[config.mk]
export PLATFORM = sky130hd
export DESIGN_NAME = sad_decoder
export DESIGN_NICKNAME = d
export VERILOG_FILES = /design/src/rtl/sad_decoder.v
export VERILOG_INCLUDE_DIRS = /design/src /design/src/rtl
export SDC_FILE = /design/constraint.sdc
export NUM_CORES = 1
export LEC_CHECK = 0
export ABC_AREA = 1
export CAP_MARGIN = 20
export CELL_PAD_IN_SITES_DETAIL_PLACEMENT = 2
export CELL_PAD_IN_SITES_GLOBAL_PLACEMENT = 2
export CORE_MARGIN = 1
export CORE_UTILIZATION = 35
export CTS_CLUSTER_DIAMETER = 150
export DETAILED_ROUTE_END_ITERATION = 6
export DONT_BUFFER_PORTS = 1
export GPL_TIMING_DRIVEN = 0
export PLACE_DENSITY_LB_ADDON = 0.1
export SLEW_MARGIN = 25
export SYNTH_ARGS = -nofsm -noshare
export SYNTH_HDL_FRONTEND = slang
export SYNTH_SLANG_ARGS = --single-unit
[constraint.sdc]
create_clock -name SYS_CLK_I -period 5.9 [get_ports SYS_CLK_I]
set_input_delay 0.295 -clock SYS_CLK_I [delete_from_list [all_inputs] [get_ports SYS_CLK_I]]
set_output_delay 0.295 -clock SYS_CLK_I [all_outputs]
set_load 0.02 [all_outputs]
[src/rtl/sad_defines.vh]
// address map constants for the system address decoder
`ifndef SAD_DEFINES_VH
`define SAD_DEFINES_VH
// region codes, one-hot
`define SAD_RGN_W          11
`define SAD_RGN_NONE       11'h000
`define SAD_RGN_SDRAM      11'h001
`define SAD_RGN_ASYNC      11'h002
`define SAD_RGN_PCI_MEM    11'h004
`define SAD_RGN_PCI_IO     11'h008
`define SAD_RGN_PCI_CFG    11'h010
`define SAD_RGN_L2         11'h020
`define SAD_RGN_L1_INST    11'h040
`define SAD_RGN_L1_DATA_A  11'h080
`define SAD_RGN_L1_DATA_B  11'h100
`define SAD_RGN_SCRATCH    11'h200
`define SAD_RGN_CTRL       11'h400
// master codes
`define SAD_MST_CORE       2'h0
`define SAD_MST_DMA        2'h1
`define SAD_MST_PERIPH     2'h2
`define SAD_MST_PCI        2'h3
// sdram bank sizes in 16 Mbyte units, address bits 31:24
`define SAD_SDRAM_UNIT_LSB 24
`define SAD_SDRAM_MIN      8'h01
`define SAD_SDRAM_MAX      8'h08
`define SAD_SDRAM_TOTAL    8'h20
// fixed bases
`define SAD_ASYNC_BASE     32'h2000_0000
`define SAD_ASYNC_END      32'h3000_0000
`define SAD_ASYNC_SEG_LSB  26
`define SAD_PCI_MEM_BASE   32'hE000_0000
`define SAD_PCI_MEM_MASK   32'hF800_0000
`define SAD_PCI_IO_BASE    32'hEEFE_0000
`define SAD_PCI_IO_MASK    32'hFFFF_0000
`define SAD_PCI_CFG_ADDR   32'hEEFF_FFFC
`define SAD_PCI_CFG_MASK   32'hFFFF_FFFC
`define SAD_L2_BASE        32'hF000_0000
`define SAD_L2_MASK        32'hFFFC_0000
`define SAD_L1_INST_BASE   32'hFFA0_0000
`define SAD_L1_DA_BASE     32'hFF80_0000
`define SAD_L1_DB_BASE     32'hFF90_0000
`define SAD_L1_MASK        32'hFFFF_C000
`define SAD_SCRATCH_BASE   32'hFFB0_0000
`define SAD_SCRATCH_MASK   32'hFFFF_F000
`define SAD_SYS_CTRL_BASE  32'hFFC0_0000
`define SAD_CORE_CTRL_BASE 32'hFFE0_0000
`define SAD_CTRL_MASK      32'hFFE0_0000
`endif

[src/rtl/sad_decoder.v]
// system address decoder: region steering, window translation, access filter
`timescale 1ns/100ps
`include "sad_defines.vh"

// How it works
// - every resource sits in one flat 4 Gbyte space of 32-bit addresses
// - up to four sdram banks, each 16M to 128M, total at most 512M
// - sdram banks packed back to back into one contiguous range
// - gap between last sdram bank end and 0x2000_0000 is reserved
// - four async banks each own a fixed 64 Mbyte segment
// - fixed 128 Mbyte window onto bus memory, base register relocates it
// - fixed 64K window onto bus I/O space, base register relocates it
// - one-value configuration window carries target address and write data
// - control registers near top split into core block and system block
// - core control block only for core in supervisor, else reserved
// - system control block for supervisor core, others per protection setting
// - scratch pad is data only, never cache, never reached by dma
// - 16K instruction region works as 4-way cache or plain memory
// - each 16K data bank is plain memory or one way of 2-way cache
// - 256K unified L2 reached by core over a 64-bit port
module sad_decoder #(
  parameter BANKS = 4
) (
  input  wire        SYS_CLK_I,
  input  wire        RST_I,
  input  wire        CE_I,
  input  wire        REQ_VALID_I,
  input  wire [31:0] REQ_ADDR_I,
  input  wire        REQ_WRITE_I,
  input  wire        REQ_IFETCH_I,
  input  wire [1:0]  REQ_MASTER_I,
  input  wire        REQ_SUPER_I,
  input  wire [31:0] SDRAM_SIZES_I,
  input  wire [4:0]  PCI_MEM_BASE_I,
  input  wire [15:0] PCI_IO_BASE_I,
  input  wire        SYS_CTRL_OPEN_I,
  input  wire        L1_INST_CACHE_I,
  input  wire        L1_DA_CACHE_I,
  input  wire        L1_DB_CACHE_I,
  output reg         FWD_VALID_O,
  output reg  [10:0] FWD_REGION_O,
  output reg  [31:0] FWD_ADDR_O,
  output reg  [1:0]  FWD_BANK_O,
  output reg         FWD_WIDE_O,
  output reg         FWD_CFG_O,
  output reg         ERR_O
);

  // ---------------------------------------------------------------------
  // sdram bank limits
  // ---------------------------------------------------------------------
  // sizes in 16 Mbyte units, 8 bits per bank; a zero size is an empty bank
  reg  [7:0]  bank_end [0:BANKS];
  reg  [7:0]  bank_sz;
  integer     b;

  always @* begin
    bank_end[0] = 8'h00;
    bank_sz     = 8'h00;
    for (b = 0; b < BANKS; b = b + 1) begin
      bank_sz = SDRAM_SIZES_I[b*8 +: 8];
      // out of range sizes count as empty so total cannot pass 512M
      if (bank_sz > `SAD_SDRAM_MAX)
        bank_sz = 8'h00;
      bank_end[b+1] = bank_end[b] + bank_sz;
    end
  end

  wire [7:0] sdram_unit  = REQ_ADDR_I[31:`SAD_SDRAM_UNIT_LSB];
  wire [7:0] sdram_top   = (bank_end[BANKS] > `SAD_SDRAM_TOTAL) ?
                           `SAD_SDRAM_TOTAL : bank_end[BANKS];
  wire       in_sdram    = (sdram_unit < sdram_top);

  reg  [1:0] sdram_bank;
  reg  [31:0] sdram_off;
  integer    k;

  always @* begin
    sdram_bank = 2'h0;
    sdram_off  = REQ_ADDR_I;
    for (k = BANKS - 1; k >= 0; k = k - 1) begin
      if (sdram_unit < bank_end[k+1]) begin
        sdram_bank = k[1:0];
        sdram_off  = REQ_ADDR_I - {bank_end[k], 24'h00_0000};
      end
    end
  end

  // ---------------------------------------------------------------------
  // region match
  // ---------------------------------------------------------------------
  wire in_async  = (REQ_ADDR_I >= `SAD_ASYNC_BASE) &&
                   (REQ_ADDR_I < `SAD_ASYNC_END);
  wire in_pmem;
  wire in_pio;
  wire in_pcfg;
  wire in_l2;
  wire in_l1i;
  wire in_l1a;
  wire in_l1b;
  wire in_scr;
  wire in_sysc;
  wire in_corec;

  // fixed windows; overlap priority lives in the decode chain below
  sad_window #(
    .BASE (`SAD_PCI_MEM_BASE),
    .MASK (`SAD_PCI_MEM_MASK)
  ) u_pmem (
    .addr_i (REQ_ADDR_I),
    .hit_o  (in_pmem)
  );

  sad_window #(
    .BASE (`SAD_PCI_IO_BASE),
    .MASK (`SAD_PCI_IO_MASK)
  ) u_pio (
    .addr_i (REQ_ADDR_I),
    .hit_o  (in_pio)
  );

  // low two address bits are byte lanes of the single config word
  sad_window #(
    .BASE (`SAD_PCI_CFG_ADDR),
    .MASK (`SAD_PCI_CFG_MASK)
  ) u_pcfg (
    .addr_i (REQ_ADDR_I),
    .hit_o  (in_pcfg)
  );

  sad_window #(
    .BASE (`SAD_L2_BASE),
    .MASK (`SAD_L2_MASK)
  ) u_l2 (
    .addr_i (REQ_ADDR_I),
    .hit_o  (in_l2)
  );

  // each 16K bank has its own compare so cache modes stay independent
  sad_window #(
    .BASE (`SAD_L1_INST_BASE),
    .MASK (`SAD_L1_MASK)
  ) u_l1i (
    .addr_i (REQ_ADDR_I),
    .hit_o  (in_l1i)
  );

  sad_window #(
    .BASE (`SAD_L1_DA_BASE),
    .MASK (`SAD_L1_MASK)
  ) u_l1a (
    .addr_i (REQ_ADDR_I),
    .hit_o  (in_l1a)
  );

  sad_window #(
    .BASE (`SAD_L1_DB_BASE),
    .MASK (`SAD_L1_MASK)
  ) u_l1b (
    .addr_i (REQ_ADDR_I),
    .hit_o  (in_l1b)
  );

  sad_window #(
    .BASE (`SAD_SCRATCH_BASE),
    .MASK (`SAD_SCRATCH_MASK)
  ) u_scr (
    .addr_i (REQ_ADDR_I),
    .hit_o  (in_scr)
  );

  // core and system blocks each span 2 Mbyte near the top
  sad_window #(
    .BASE (`SAD_SYS_CTRL_BASE),
    .MASK (`SAD_CTRL_MASK)
  ) u_sysc (
    .addr_i (REQ_ADDR_I),
    .hit_o  (in_sysc)
  );

  sad_window #(
    .BASE (`SAD_CORE_CTRL_BASE),
    .MASK (`SAD_CTRL_MASK)
  ) u_corec (
    .addr_i (REQ_ADDR_I),
    .hit_o  (in_corec)
  );

  wire is_core   = (REQ_MASTER_I == `SAD_MST_CORE);
  wire is_dma    = (REQ_MASTER_I == `SAD_MST_DMA);
  wire core_sup  = is_core && REQ_SUPER_I;

  // ---------------------------------------------------------------------
  // decode and filter
  // ---------------------------------------------------------------------
  reg  [10:0] region_nxt;
  reg  [31:0] addr_nxt;
  reg  [1:0]  bank_nxt;
  reg         wide_nxt;
  reg         deny_nxt;

  always @* begin
    region_nxt = `SAD_RGN_NONE;
    addr_nxt   = REQ_ADDR_I;
    bank_nxt   = 2'h0;
    wide_nxt   = 1'h0;
    deny_nxt   = 1'h0;
    if (in_sdram) begin
      region_nxt = `SAD_RGN_SDRAM;
      addr_nxt   = sdram_off;
      bank_nxt   = sdram_bank;
    end else if (in_async) begin
      region_nxt = `SAD_RGN_ASYNC;
      bank_nxt   = REQ_ADDR_I[`SAD_ASYNC_SEG_LSB +: 2];
      addr_nxt   = {6'h00, REQ_ADDR_I[25:0]};
    end else if (in_pmem) begin
      region_nxt = `SAD_RGN_PCI_MEM;
      addr_nxt   = {PCI_MEM_BASE_I, REQ_ADDR_I[26:0]};
    end else if (in_pio) begin
      region_nxt = `SAD_RGN_PCI_IO;
      addr_nxt   = {PCI_IO_BASE_I, REQ_ADDR_I[15:0]};
    end else if (in_pcfg) begin
      // target address and data travel as payload of the window access
      region_nxt = `SAD_RGN_PCI_CFG;
    end else if (in_l2) begin
      region_nxt = `SAD_RGN_L2;
      addr_nxt   = {14'h0000, REQ_ADDR_I[17:0]};
      wide_nxt   = is_core;
    end else if (in_l1i) begin
      // cached instruction region has no direct address
      region_nxt = `SAD_RGN_L1_INST;
      addr_nxt   = {18'h0_0000, REQ_ADDR_I[13:0]};
      deny_nxt   = L1_INST_CACHE_I;
    end else if (in_l1a) begin
      region_nxt = `SAD_RGN_L1_DATA_A;
      addr_nxt   = {18'h0_0000, REQ_ADDR_I[13:0]};
      deny_nxt   = L1_DA_CACHE_I;
    end else if (in_l1b) begin
      region_nxt = `SAD_RGN_L1_DATA_B;
      addr_nxt   = {18'h0_0000, REQ_ADDR_I[13:0]};
      deny_nxt   = L1_DB_CACHE_I;
    end else if (in_scr) begin
      region_nxt = `SAD_RGN_SCRATCH;
      addr_nxt   = {20'h0_0000, REQ_ADDR_I[11:0]};
      // data only: no fetch and no dma path
      deny_nxt   = is_dma || REQ_IFETCH_I;
    end else if (in_corec) begin
      region_nxt = `SAD_RGN_CTRL;
      deny_nxt   = !core_sup;
    end else if (in_sysc) begin
      region_nxt = `SAD_RGN_CTRL;
      deny_nxt   = is_core ? !REQ_SUPER_I : !SYS_CTRL_OPEN_I;
    end
    if (region_nxt == `SAD_RGN_NONE)
      deny_nxt = 1'h1;
  end

  // ---------------------------------------------------------------------
  // registered answer, one cycle after the request
  // ---------------------------------------------------------------------
  always @(posedge SYS_CLK_I) begin
    if (RST_I) begin
      FWD_VALID_O  <= 1'h0;
      FWD_REGION_O <= `SAD_RGN_NONE;
      FWD_ADDR_O   <= 32'h0000_0000;
      FWD_BANK_O   <= 2'h0;
      FWD_WIDE_O   <= 1'h0;
      FWD_CFG_O    <= 1'h0;
      ERR_O        <= 1'h0;
    end else if (CE_I) begin
      FWD_VALID_O  <= REQ_VALID_I && !deny_nxt;
      ERR_O        <= REQ_VALID_I && deny_nxt;
      if (REQ_VALID_I && !deny_nxt) begin
        FWD_REGION_O <= region_nxt;
        FWD_ADDR_O   <= addr_nxt;
        FWD_BANK_O   <= bank_nxt;
        FWD_WIDE_O   <= wide_nxt;
        FWD_CFG_O    <= (region_nxt == `SAD_RGN_PCI_CFG);
      end else begin
        FWD_REGION_O <= `SAD_RGN_NONE;
        FWD_ADDR_O   <= 32'h0000_0000;
        FWD_BANK_O   <= 2'h0;
        FWD_WIDE_O   <= 1'h0;
        FWD_CFG_O    <= 1'h0;
      end
    end
  end

endmodule

// ---------------------------------------------------------------------
// one fixed window: ones in the mask pick the bits compared to the base
// ---------------------------------------------------------------------
module sad_window #(
  parameter [31:0] BASE = 32'h0000_0000,
  parameter [31:0] MASK = 32'hFFFF_FFFF
) (
  input  wire [31:0] addr_i,
  output wire        hit_o
);

  // purely combinational; the decoder registers what it steers
  assign hit_o = ((addr_i & MASK) == BASE);

endmodule

==> results of run 1 <==
==> timing repair <==
action,in CTS,in global routing
hold endpoints to repair,0,0
setup buffers,4,3
gates cloned,0,0
setup endpoints to repair,48,49
pin swaps,4,4
gates resized for setup,13,29
==> cells by family after synthesis <==
| family | count (synthesis) |
|---|---|
| other | 2 |
| AO/OA/AOI/OAI | 183 |
| adder cells (fa/ha/maj) | 63 |
| flip-flops | 49 |
| XOR/XNOR | 26 |
| buffers and inverters | 157 |
| AND/OR/NAND/NOR | 398 |
==> synthesized netlist by cell type, types with 3 or more instances <==
cell type | n | area [µm²]
a21o_1 | 3 | 22.5
a21oi_1 | 84 | 420
a21oi_2 | 20 | 175
a22oi_1 | 3 | 22.5
and2_1 | 3 | 18.8
and3_1 | 6 | 37.5
buf_2 | 7 | 35.0
buf_6 | 4 | 45.0
clkbuf_1 | 14 | 52.6
dfxtp_1 | 49 | 981
fa_1 | 6 | 120
ha_1 | 57 | 713
inv_1 | 124 | 465
inv_2 | 4 | 15.0
nand2_1 | 160 | 601
nand2_2 | 5 | 31.3
nand3_1 | 63 | 315
nand3_2 | 25 | 250
nand3b_1 | 3 | 22.5
nand3b_2 | 5 | 56.3
nand4_1 | 22 | 138
nor2_1 | 62 | 233
nor3_1 | 21 | 105
nor4_1 | 15 | 93.8
o211ai_1 | 5 | 37.5
o21ai_0 | 40 | 200
o21ai_1 | 6 | 30.0
o21bai_1 | 3 | 22.5
o221ai_1 | 5 | 43.8
o31ai_1 | 4 | 30.0
xnor2_1 | 10 | 87.6
xor2_1 | 14 | 123
==> where the power goes <==
part           leakage (nW)  internal, mW  total (mW)  switching (mW)
clock                0.0938         0.242       0.378           0.136
combinational          2.43         0.242       0.685           0.443
sequential            0.397         0.343       0.368          0.0248
==> worst min-delay path by stage <==
stage	from	endpoint	cells after the start
finish	REQ_ADDR_I[2]	FWD_ADDR_O[2]	2
global route	REQ_ADDR_I[2]	FWD_ADDR_O[2]	2
CTS	REQ_ADDR_I[8]	FWD_ADDR_O[8]	2
detailed placement	REQ_ADDR_I[2]	FWD_ADDR_O[2]	2
global placement	REQ_ADDR_I[9]	FWD_ADDR_O[9]	2
floorplan	REQ_ADDR_I[0]	FWD_ADDR_O[0]	2
==> cell type report <==
class	count	area (µm²)	share of cell area (%)
multi-input combinational	688	4420	67.1
sequential	49	981	14.9
inverter	129	494	7.50
tap	216	270	4.10
buffer	28	179	2.72
clock buffer	5	125	1.90
clock inverter	3	65.1	0.988
timing repair buffer	7	52.6	0.798
==> flip-flops by register name (all words and copies together) (netlist names) <==
signal,cells
FWD_ADDR_O,32
FWD_REGION_O,11
FWD_BANK_O,2
ERR_O,1
FWD_CFG_O,1
FWD_VALID_O,1
FWD_WIDE_O,1
==> routing by layer <==
metal	GRT usage [%]	share of wire, %	vias up
met2	51.4	50	137
li1	-	-	3012
met5	0	0	-
met4	5.61	1.4	0
met1	34.9	43	3107
met3	5.42	5.6	27
==> worst max-delay path: cells and delay by family <==
family,cells,cell delay [ps]
AND/OR/NAND/NOR,14,1660
adder cells (fa/ha/maj),5,1340
AO/OA/AOI/OAI,8,1150
buffers and inverters,7,790
XOR/XNOR,3,600
==> per-stage QoR <==
step,setup TNS (ps),worst slack (ps),power (mW)
floorplan,0,689,0.846
global placement,-10800,-280,0.968
detailed placement,-26720,-627,0.996
CTS,0,7.81,1.38
global route,-458,-83.0,1.52
finish,0,230,1.43
==> results.toml, run 1 <==
[synth]
synthSimpleGateAreaFrac_pct = 34.2
async_flop_share_pct = 0
synth.avg_cell_area_um2 = 6.61
ys_warn_count = 0
ys_seq_area_share_pct = 16.9
synth.distinct_cells = 52
syn_inst = 878
synth-edff-count = 0
synth_fa_ha_area_share_pct = 14.4
ys_ff_latch = 49
synth_mux_area_share_pct = 0
synthFlopType = "dfxtp_1"
synthesis.area_um2 = 5810
synth_compound_area_share_pct = 18.9
synthXorXnorAreaFrac_pct = 4.18
synth_top_family_by_area = "simple AND/OR/NAND/NOR gates"

[detailed_routing]
route.detailed.drc = 0
wl_mm = 24.5
ant_nets = 0
via_count = 6283
wl_per_cell_um = 21.8
via_per_inst = 5.58
first_pass_iters = 4
first_iter_violations = 258

[floorplanning]
die_x_um = 131
fp.coreArea_um2 = 16100
io_pins = 147
initial_utilization_pct = 36.2
dieHeight_um = 131
die_area_um2 = 17100
rows = 46

[clock_tree]
clk_pin_slew_ps = 70
clockBufferDepth = 2
cts_root_buffer = "clkbuf_16"
insertion_delay_ps = 300
htree_levels = 2
cts.sinks = 49
cts_buffers = 5
hold_buffers = 0
cts_tree = "yes"

[setup_path]
ff2ff_setup_slack_ps = 5040
cp-start-kind = "primary input"
r2r_cells = 2
critPathKind = "in2reg"
critPathMaxFanout = 10
worstPathArrival_ps = 5830
startpoint = "SDRAM_SIZES_I[11]"
crit_path_frequent_cell = "nand3_1"
crit_path_max_incr_delay_ps = 430
cp.required_ps = 6060
timing.rr.end = "FWD_ADDR_O[30]"
cp_slowest_cell = "fa_2"
crit_path_end = "FWD_REGION_O[7]"
critPathCaptureType = "flop"
r2r_start = "FWD_ADDR_O[30]"

[global_routing]
grt_pass1_vias = 6813
grt_max_degree = 16
antenna_found_initial = 0
gr-total-overflow = 0
grt_pass1_wl_mm = 36.7
grt.total_usage_pct = 28.4

[outcome]
status = "finished clean"

[placement]
dp.cells = 1110
place_area_um2 = 6140
dp_hpwl_mm = 20.1
portBuffers = 0
place.gp.congestion = 0.873

[timing]
max_freq_mhz = 176
clock_skew_ps = 0
report.final.hold_viol_count = 0
finalCritPeriodShare_pct = 96.1
period_needed_ps = 5670
slew_violations = 0
hold_slack_ps = 142
slew_headroom_pct = 51.3
tightest_slew_ps = 731
finalSetupViolations = 0

[pwr]
power.density_nw_per_um2 = 217
peakVddDrop_uv = 150
power_leakage_nw = 2.92

[layout]
finalNonFillerCells = 1125
final_common_cell = "nand2_1"
layout_common_cells = "157 x nand2_1, 124 x inv_1, 78 x a21oi_1, 63 x nand3_1, 61 x nor2_1"
final_nets = 1069
fin_area_um2 = 6590
syn2layout_area_growth_pct = 13.5
antennaDiodeCount = 0
nFillCells = 1945
post-route-util_pct = 41.0
drive_gt1_share_pct = 13.9

[run]
max_cap_viol_count = 0

[min_path]
hold_path_class = "in2reg"
No activity file was read; power rests on OpenSTA's default activity.
==> run 2: changes to the inputs <==
- CELL_PAD_IN_SITES_DETAIL_PLACEMENT: 2 -> unset
- CELL_PAD_IN_SITES_GLOBAL_PLACEMENT: 2 -> unset
- CORE_UTILIZATION: 35 -> 40
- PLACE_DENSITY_LB_ADDON: 0.1 -> unset
==> run 2 against run 1 <==
- largest cell class unchanged
- clock skew stayed put
- clock power is 21% lower
- via count is 7.1% lower
- cell count is 3.6% lower
==> results.toml, run 2 (synthesized netlist as in run 1, its figures left out) <==
[setup_path]
cp-start-kind = "primary input"
worst-path-buf-inv = 7
ff2ff_setup_slack_ps = 5100
r2r_start = "FWD_WIDE_O"
r2r_cells = 4
path_delay_family = "adder cells"
worstPathArrival_ps = 5610
cp.required_ps = 6120
crit_path_frequent_cell = "nand2_1"
critPathKind = "in2reg"
cp_slowest_cell = "fa_1"
critPathCaptureType = "flop"
timing.rr.end = "FWD_WIDE_O"
critPathMaxFanout = 10
crit_path_max_incr_delay_ps = 480

[min_path]
hold_path_class = "in2reg"
hold_depth = 2
whs_endpoint = "FWD_ADDR_O[11]"
hp-start = "REQ_ADDR_I[11]"

[floorplanning]
rows = 43
io_pins = 147
die_area_um2 = 15000
initial_utilization_pct = 41.3
dieHeight_um = 122
die_x_um = 122
fp.coreArea_um2 = 14000

[pwr]
power.density_nw_per_um2 = 202
peakVddDrop_uv = 107
power_leakage_nw = 2.87

[layout]
syn2layout_area_growth_pct = 9.09
regArea_um2 = 981
finalNonFillerCells = 1084
largest_reg_flops = 32
multi_input_area_um2 = 4290
nFillCells = 1553
layout_common_cells = "158 x nand2_1, 124 x inv_1, 82 x a21oi_1, 63 x nand3_1, 61 x nor2_1"
largest_registers = "FWD_ADDR_O: 32 flops, FWD_REGION_O: 11 flops, FWD_BANK_O: 2 flops"
antennaDiodeCount = 0
final_nets = 1064
post-route-util_pct = 45.1
drive_gt1_share_pct = 11.6
final_common_cell = "nand2_1"
regMostFlops = "FWD_ADDR_O"

[clock_tree]
clk_pin_slew_ps = 70
cts_tree = "yes"
cts_buffers = 5
hold_buffers = 0
cts_root_buffer = "clkbuf_16"
insertion_delay_ps = 280
htree_levels = 2
cts.sinks = 49
clockBufferDepth = 2

[global_routing]
grt_pass1_vias = 5493
grt_max_degree = 17
antenna_found_initial = 0
grt.total_usage_pct = 22.7
grt_pass1_wl_mm = 27.1
gr-total-overflow = 0

[detailed_routing]
wl_mm = 17.1
via_per_inst = 5.39
via_count = 5839
ant_nets = 0
first_pass_iters = 7
first_iter_violations = 428
route.detailed.drc = 0
wl_per_cell_um = 15.7

[placement]
dp.cells = 1074
place.gp.congestion = 0.909
dp_hpwl_mm = 14.0
portBuffers = 0

[timing]
clock_skew_ps = 0
finalCritPeriodShare_pct = 91.3
tightest_slew_ps = 690
report.final.hold_viol_count = 0
slew_violations = 0
period_needed_ps = 5390
slew_headroom_pct = 54.0
finalSetupViolations = 0
max_freq_mhz = 186
hold_slack_ps = 137

[outcome]
status = "finished clean"

[run]
max_cap_viol_count = 0
==> run 2: changes by cell type in the layout (fill, tap and decap cells not counted), moves of 3 or more <==
cell,change
ha_4,-4
buf_4,-5
o21ai_0,+3
a21oi_2,-4
ha_1,+3
a21oi_1,+4
==> run 2: worst max path at each step <==
stage                                  to  depth (start not counted)              start
after floorplan           FWD_REGION_O[7]                         36  SDRAM_SIZES_I[15]
after global placement    FWD_REGION_O[6]                         35  SDRAM_SIZES_I[15]
after detailed placement  FWD_REGION_O[6]                         37  SDRAM_SIZES_I[15]
after CTS                 FWD_REGION_O[2]                         37  SDRAM_SIZES_I[15]
after global routing       FWD_ADDR_O[30]                         37  SDRAM_SIZES_I[11]
final                     FWD_REGION_O[2]                         39  SDRAM_SIZES_I[11]
==> run 2: timing repair <==
| action | CTS | global route |
|---|---|---|
| endpoints found under the hold margin | 0 | 0 |
| endpoints found under the setup margin | 0 | 48 |
| gates resized for setup | 0 | 16 |
| buffers inserted | 0 | 2 |
==> run 2: power by group <==
group | internal, mW | switching (mW)
Sequential | 0.343 | 0.0229
Combinational | 0.224 | 0.387
Clock | 0.171 | 0.128
==> run 2: cell type report <==
class,instances,area share [%]
buffer,28,2.71
multi-input combinational,688,67.7
timing repair buffer,2,0.237
inverter,129,7.80
clock inverter,2,0.277
sequential,49,15.5
clock buffer,6,2.19
tap,180,3.56
==> run 2: stage by stage <==
stage	power (mW)	TNS (ps)	worst slack [ps]	area, µm²
detailed placement	0.953	0	10.9	6090
finish	1.28	0	511	6330
CTS	1.25	0	274	6250
floorplan	0.846	0	689	5870
global placement	0.950	0	21.2	6090
global route	1.38	-6.21	-3.59	6330
==> run 2: metal layers <==
metal / vias up / part of all wire, % / GRT usage (%)
met1: 2656 / 47 / 30.7
li1: 3009 / - / -
met3: 7 / 7.4 / 4.93
met4: 0 / 0.46 / 2.97
met5: - / 0 / 0
met2: 167 / 45 / 37.7
==> run 3: changes to the inputs <==
- CAP_MARGIN: 20 -> unset
- GPL_ROUTABILITY_DRIVEN: unset -> 0
- SYNTH_HIERARCHICAL: unset -> 1
==> run 3 against run 2 <==
- power is 10% higher
- utilization is 1.4 points higher
- via count is 24% higher
- clock skew stayed put
- global-route usage is 1.7 points higher
- wire length is 26% higher
- first-iteration DRC count is 1.9% higher
- maximum frequency is 3.8% lower
==> results.toml, run 3 <==
[floorplanning]
die_area_um2 = 17000
io_pins = 147
initial_utilization_pct = 41.2
rows = 46
die_x_um = 130
dieHeight_um = 130
fp.coreArea_um2 = 16000

[synth]
synthesis.area_um2 = 6590
ys_warn_count = 6
yosys-top-cells-count = "270 x nand2_1, 154 x inv_1, 104 x a21oi_1"
yosys-top-cells-area = "nand2_1 15%, dfxtp_1 15%, ha_1 11%"
synth.distinct_cells = 55
synthFlopType = "dfxtp_1"
ys_seq_area_share_pct = 14.9
yosysTopAreaCell = "nand2_1"
synthMostInstantiatedCell = "nand2_1"
syn_inst = 1116
ys_ff_latch = 49
async_flop_share_pct = 0
synth-edff-count = 0
synth_top_area_share_pct = 15.4
synth.avg_cell_area_um2 = 5.90

[setup_path]
critPathCaptureType = "flop"
ff2ff_setup_slack_ps = 5100
cp_slowest_cell = "fa_2"
worstPathArrival_ps = 5760
crit_path_max_incr_delay_ps = 470
critPathKind = "in2reg"
r2r_cells = 2
critPathMaxFanout = 7
cp-start-kind = "primary input"
r2r_start = "FWD_REGION_O[7]"
timing.rr.end = "FWD_REGION_O[7]"
cp.required_ps = 6060

[layout]
drive_gt1_share_pct = 8.68
layout_common_cells = "267 x nand2_1, 153 x inv_1, 99 x nor2_1, 98 x a21oi_1, 76 x o21ai_0"
finalNonFillerCells = 1369
nFillCells = 1770
final_nets = 1312
largest_reg_flops = 32
syn2layout_area_growth_pct = 13.0
largest_registers = "FWD_ADDR_O: 32 flops, FWD_REGION_O: 11 flops, FWD_BANK_O: 2 flops"
final_common_cell = "nand2_1"
regMostFlops = "FWD_ADDR_O"

[global_routing]
antenna_found_initial = 0
gr-total-overflow = 0
grt_pass1_vias = 6548
grt_max_degree = 20
grt_pass1_wl_mm = 32.8
grt.total_usage_pct = 24.4

[timing]
setup_ws_ps = 300
clock_skew_ps = 0
slew_headroom_pct = 51.3
max_freq_mhz = 179
finalSetupViolations = 0
fin_setup_tns_ps = 0
tightest_slew_ps = 730
slew_violations = 0
finalCritPeriodShare_pct = 94.9
period_needed_ps = 5600
report.final.hold_viol_count = 0

[clock_tree]
cts_buffers = 5
cts_tree = "yes"
clk_pin_slew_ps = 60
hold_buffers = 0
cts.sinks = 49
htree_levels = 2
insertion_delay_ps = 290
clockBufferDepth = 2
cts_root_buffer = "clkbuf_16"

[detailed_routing]
met3_length_mm = 1.41
first_pass_iters = 5
top_layer_used = "met4"
via_count = 7266
ant_nets = 0
wl_per_cell_um = 15.7
wl_met2_mm = 10.7
wl_met1_mm = 9.19
via_per_inst = 5.31
route.detailed.drc = 0
wl_mm = 21.6
first_iter_violations = 436

[placement]
place_ws_ps = -488
dp.cells = 1348
dp_hpwl_mm = 16.3
portBuffers = 0

[min_path]
hp-start = "REQ_ADDR_I[1]"
hold_depth = 2
whs_endpoint = "FWD_ADDR_O[1]"
hold_path_class = "in2reg"

[run]
max_cap_viol_count = 0

[pwr]
total_power_mw = 1.41
power.density_nw_per_um2 = 189
power_leakage_nw = 3.55
peakVddDrop_uv = 120

[outcome]
status = "finished clean"
==> run 3: changes by cell type in the layout (fill, tap and decap cells not counted), moves of 16 or more <==
| cell | change |
|---|---|
| nand2_1 | +109 |
| inv_1 | +29 |
| nand4_1 | +43 |
| nor2_1 | +38 |
| o21ai_0 | +38 |
| a21oi_1 | +16 |
| nand3_2 | -21 |
==> run 3: power breakdown <==
part / total (mW) / leakage [nW] / switching (mW) / internal (mW)
registers: 0.373 / 0.397 / 0.0276 / 0.345
clock network: 0.335 / 0.0831 / 0.123 / 0.212
logic: 0.698 / 3.07 / 0.427 / 0.271
==> run 3: critical path: cells and delay by family <==
family	cells	cell delay, ps
compound gates	4	510
xor+xnor	2	390
fa+ha+maj	5	1460
buf+inv	4	390
simple gates	20	2690
==> run 3: layout make-up <==
class / count / area [µm²] / area share [%]
clock buffer: 6 / 139 / 1.87
antenna: 1 / 2.50 / 0.0336
inverter: 159 / 597 / 8.02
tap: 216 / 270 / 3.63
multi-input combinational: 881 / 5070 / 68.2
buffer: 44 / 230 / 3.09
timing repair buffer: 11 / 113 / 1.51
sequential: 49 / 981 / 13.2
clock inverter: 2 / 37.5 / 0.504
==> run 3: cells by family (layout without fill, tap and decap cells) <==
kind of cell,after synthesis,after routing,share of synthesized area [%]
muxes,3,3,0.456
buffers and inverters,203,222,12.3
DFF,49,49,14.9
AOI/OAI and AO/OA,225,225,18.6
adders and majority gates,63,63,12.7
other,2,19,0.114
and+or+nand+nor,543,544,37.0
xor gates and xnor gates,28,28,3.95
==> run 3: worst max path at each step <==
stage | start | endpoint | slack [ps] | cells past startpoint
3_3_place_gp | SDRAM_SIZES_I[6] | FWD_ADDR_O[28] | -470 | 33
2_1_floorplan | SDRAM_SIZES_I[6] | FWD_ADDR_O[13] | 500 | 35
4_1_cts | SDRAM_SIZES_I[6] | FWD_ADDR_O[29] | 20 | 33
6_report | SDRAM_SIZES_I[5] | FWD_ADDR_O[4] | 300 | 35
5_1_grt | SDRAM_SIZES_I[5] | FWD_ADDR_O[29] | -110 | 35
3_5_place_dp | SDRAM_SIZES_I[6] | FWD_REGION_O[10] | -490 | 33
==> run 3: routing by layer <==
layer  global-route usage, %  up-vias
met5                       0        -
met3                    4.59       21
li1                        -     3764
met1                    29.5     3307
met2                    44.5      174
met4                    5.34        0
==> run 3: what timing repair did <==
action,in CTS,in global routing
buffers inserted,0,9
setup endpoints to repair,44,49
resized for setup,2,47
cloned,0,3
pin swaps,0,12
endpoints found under the hold margin,0,0
==> run 3: through the flow <==
step	util [%]	hold slack, ps	cell area, µm²
after floorplan	-	458	6650
after global placement	43.2	464	6920
after detailed placement	43.2	467	6920
after CTS	44.4	159	7110
after global routing	46.5	162	7440
final	46.5	162	7440
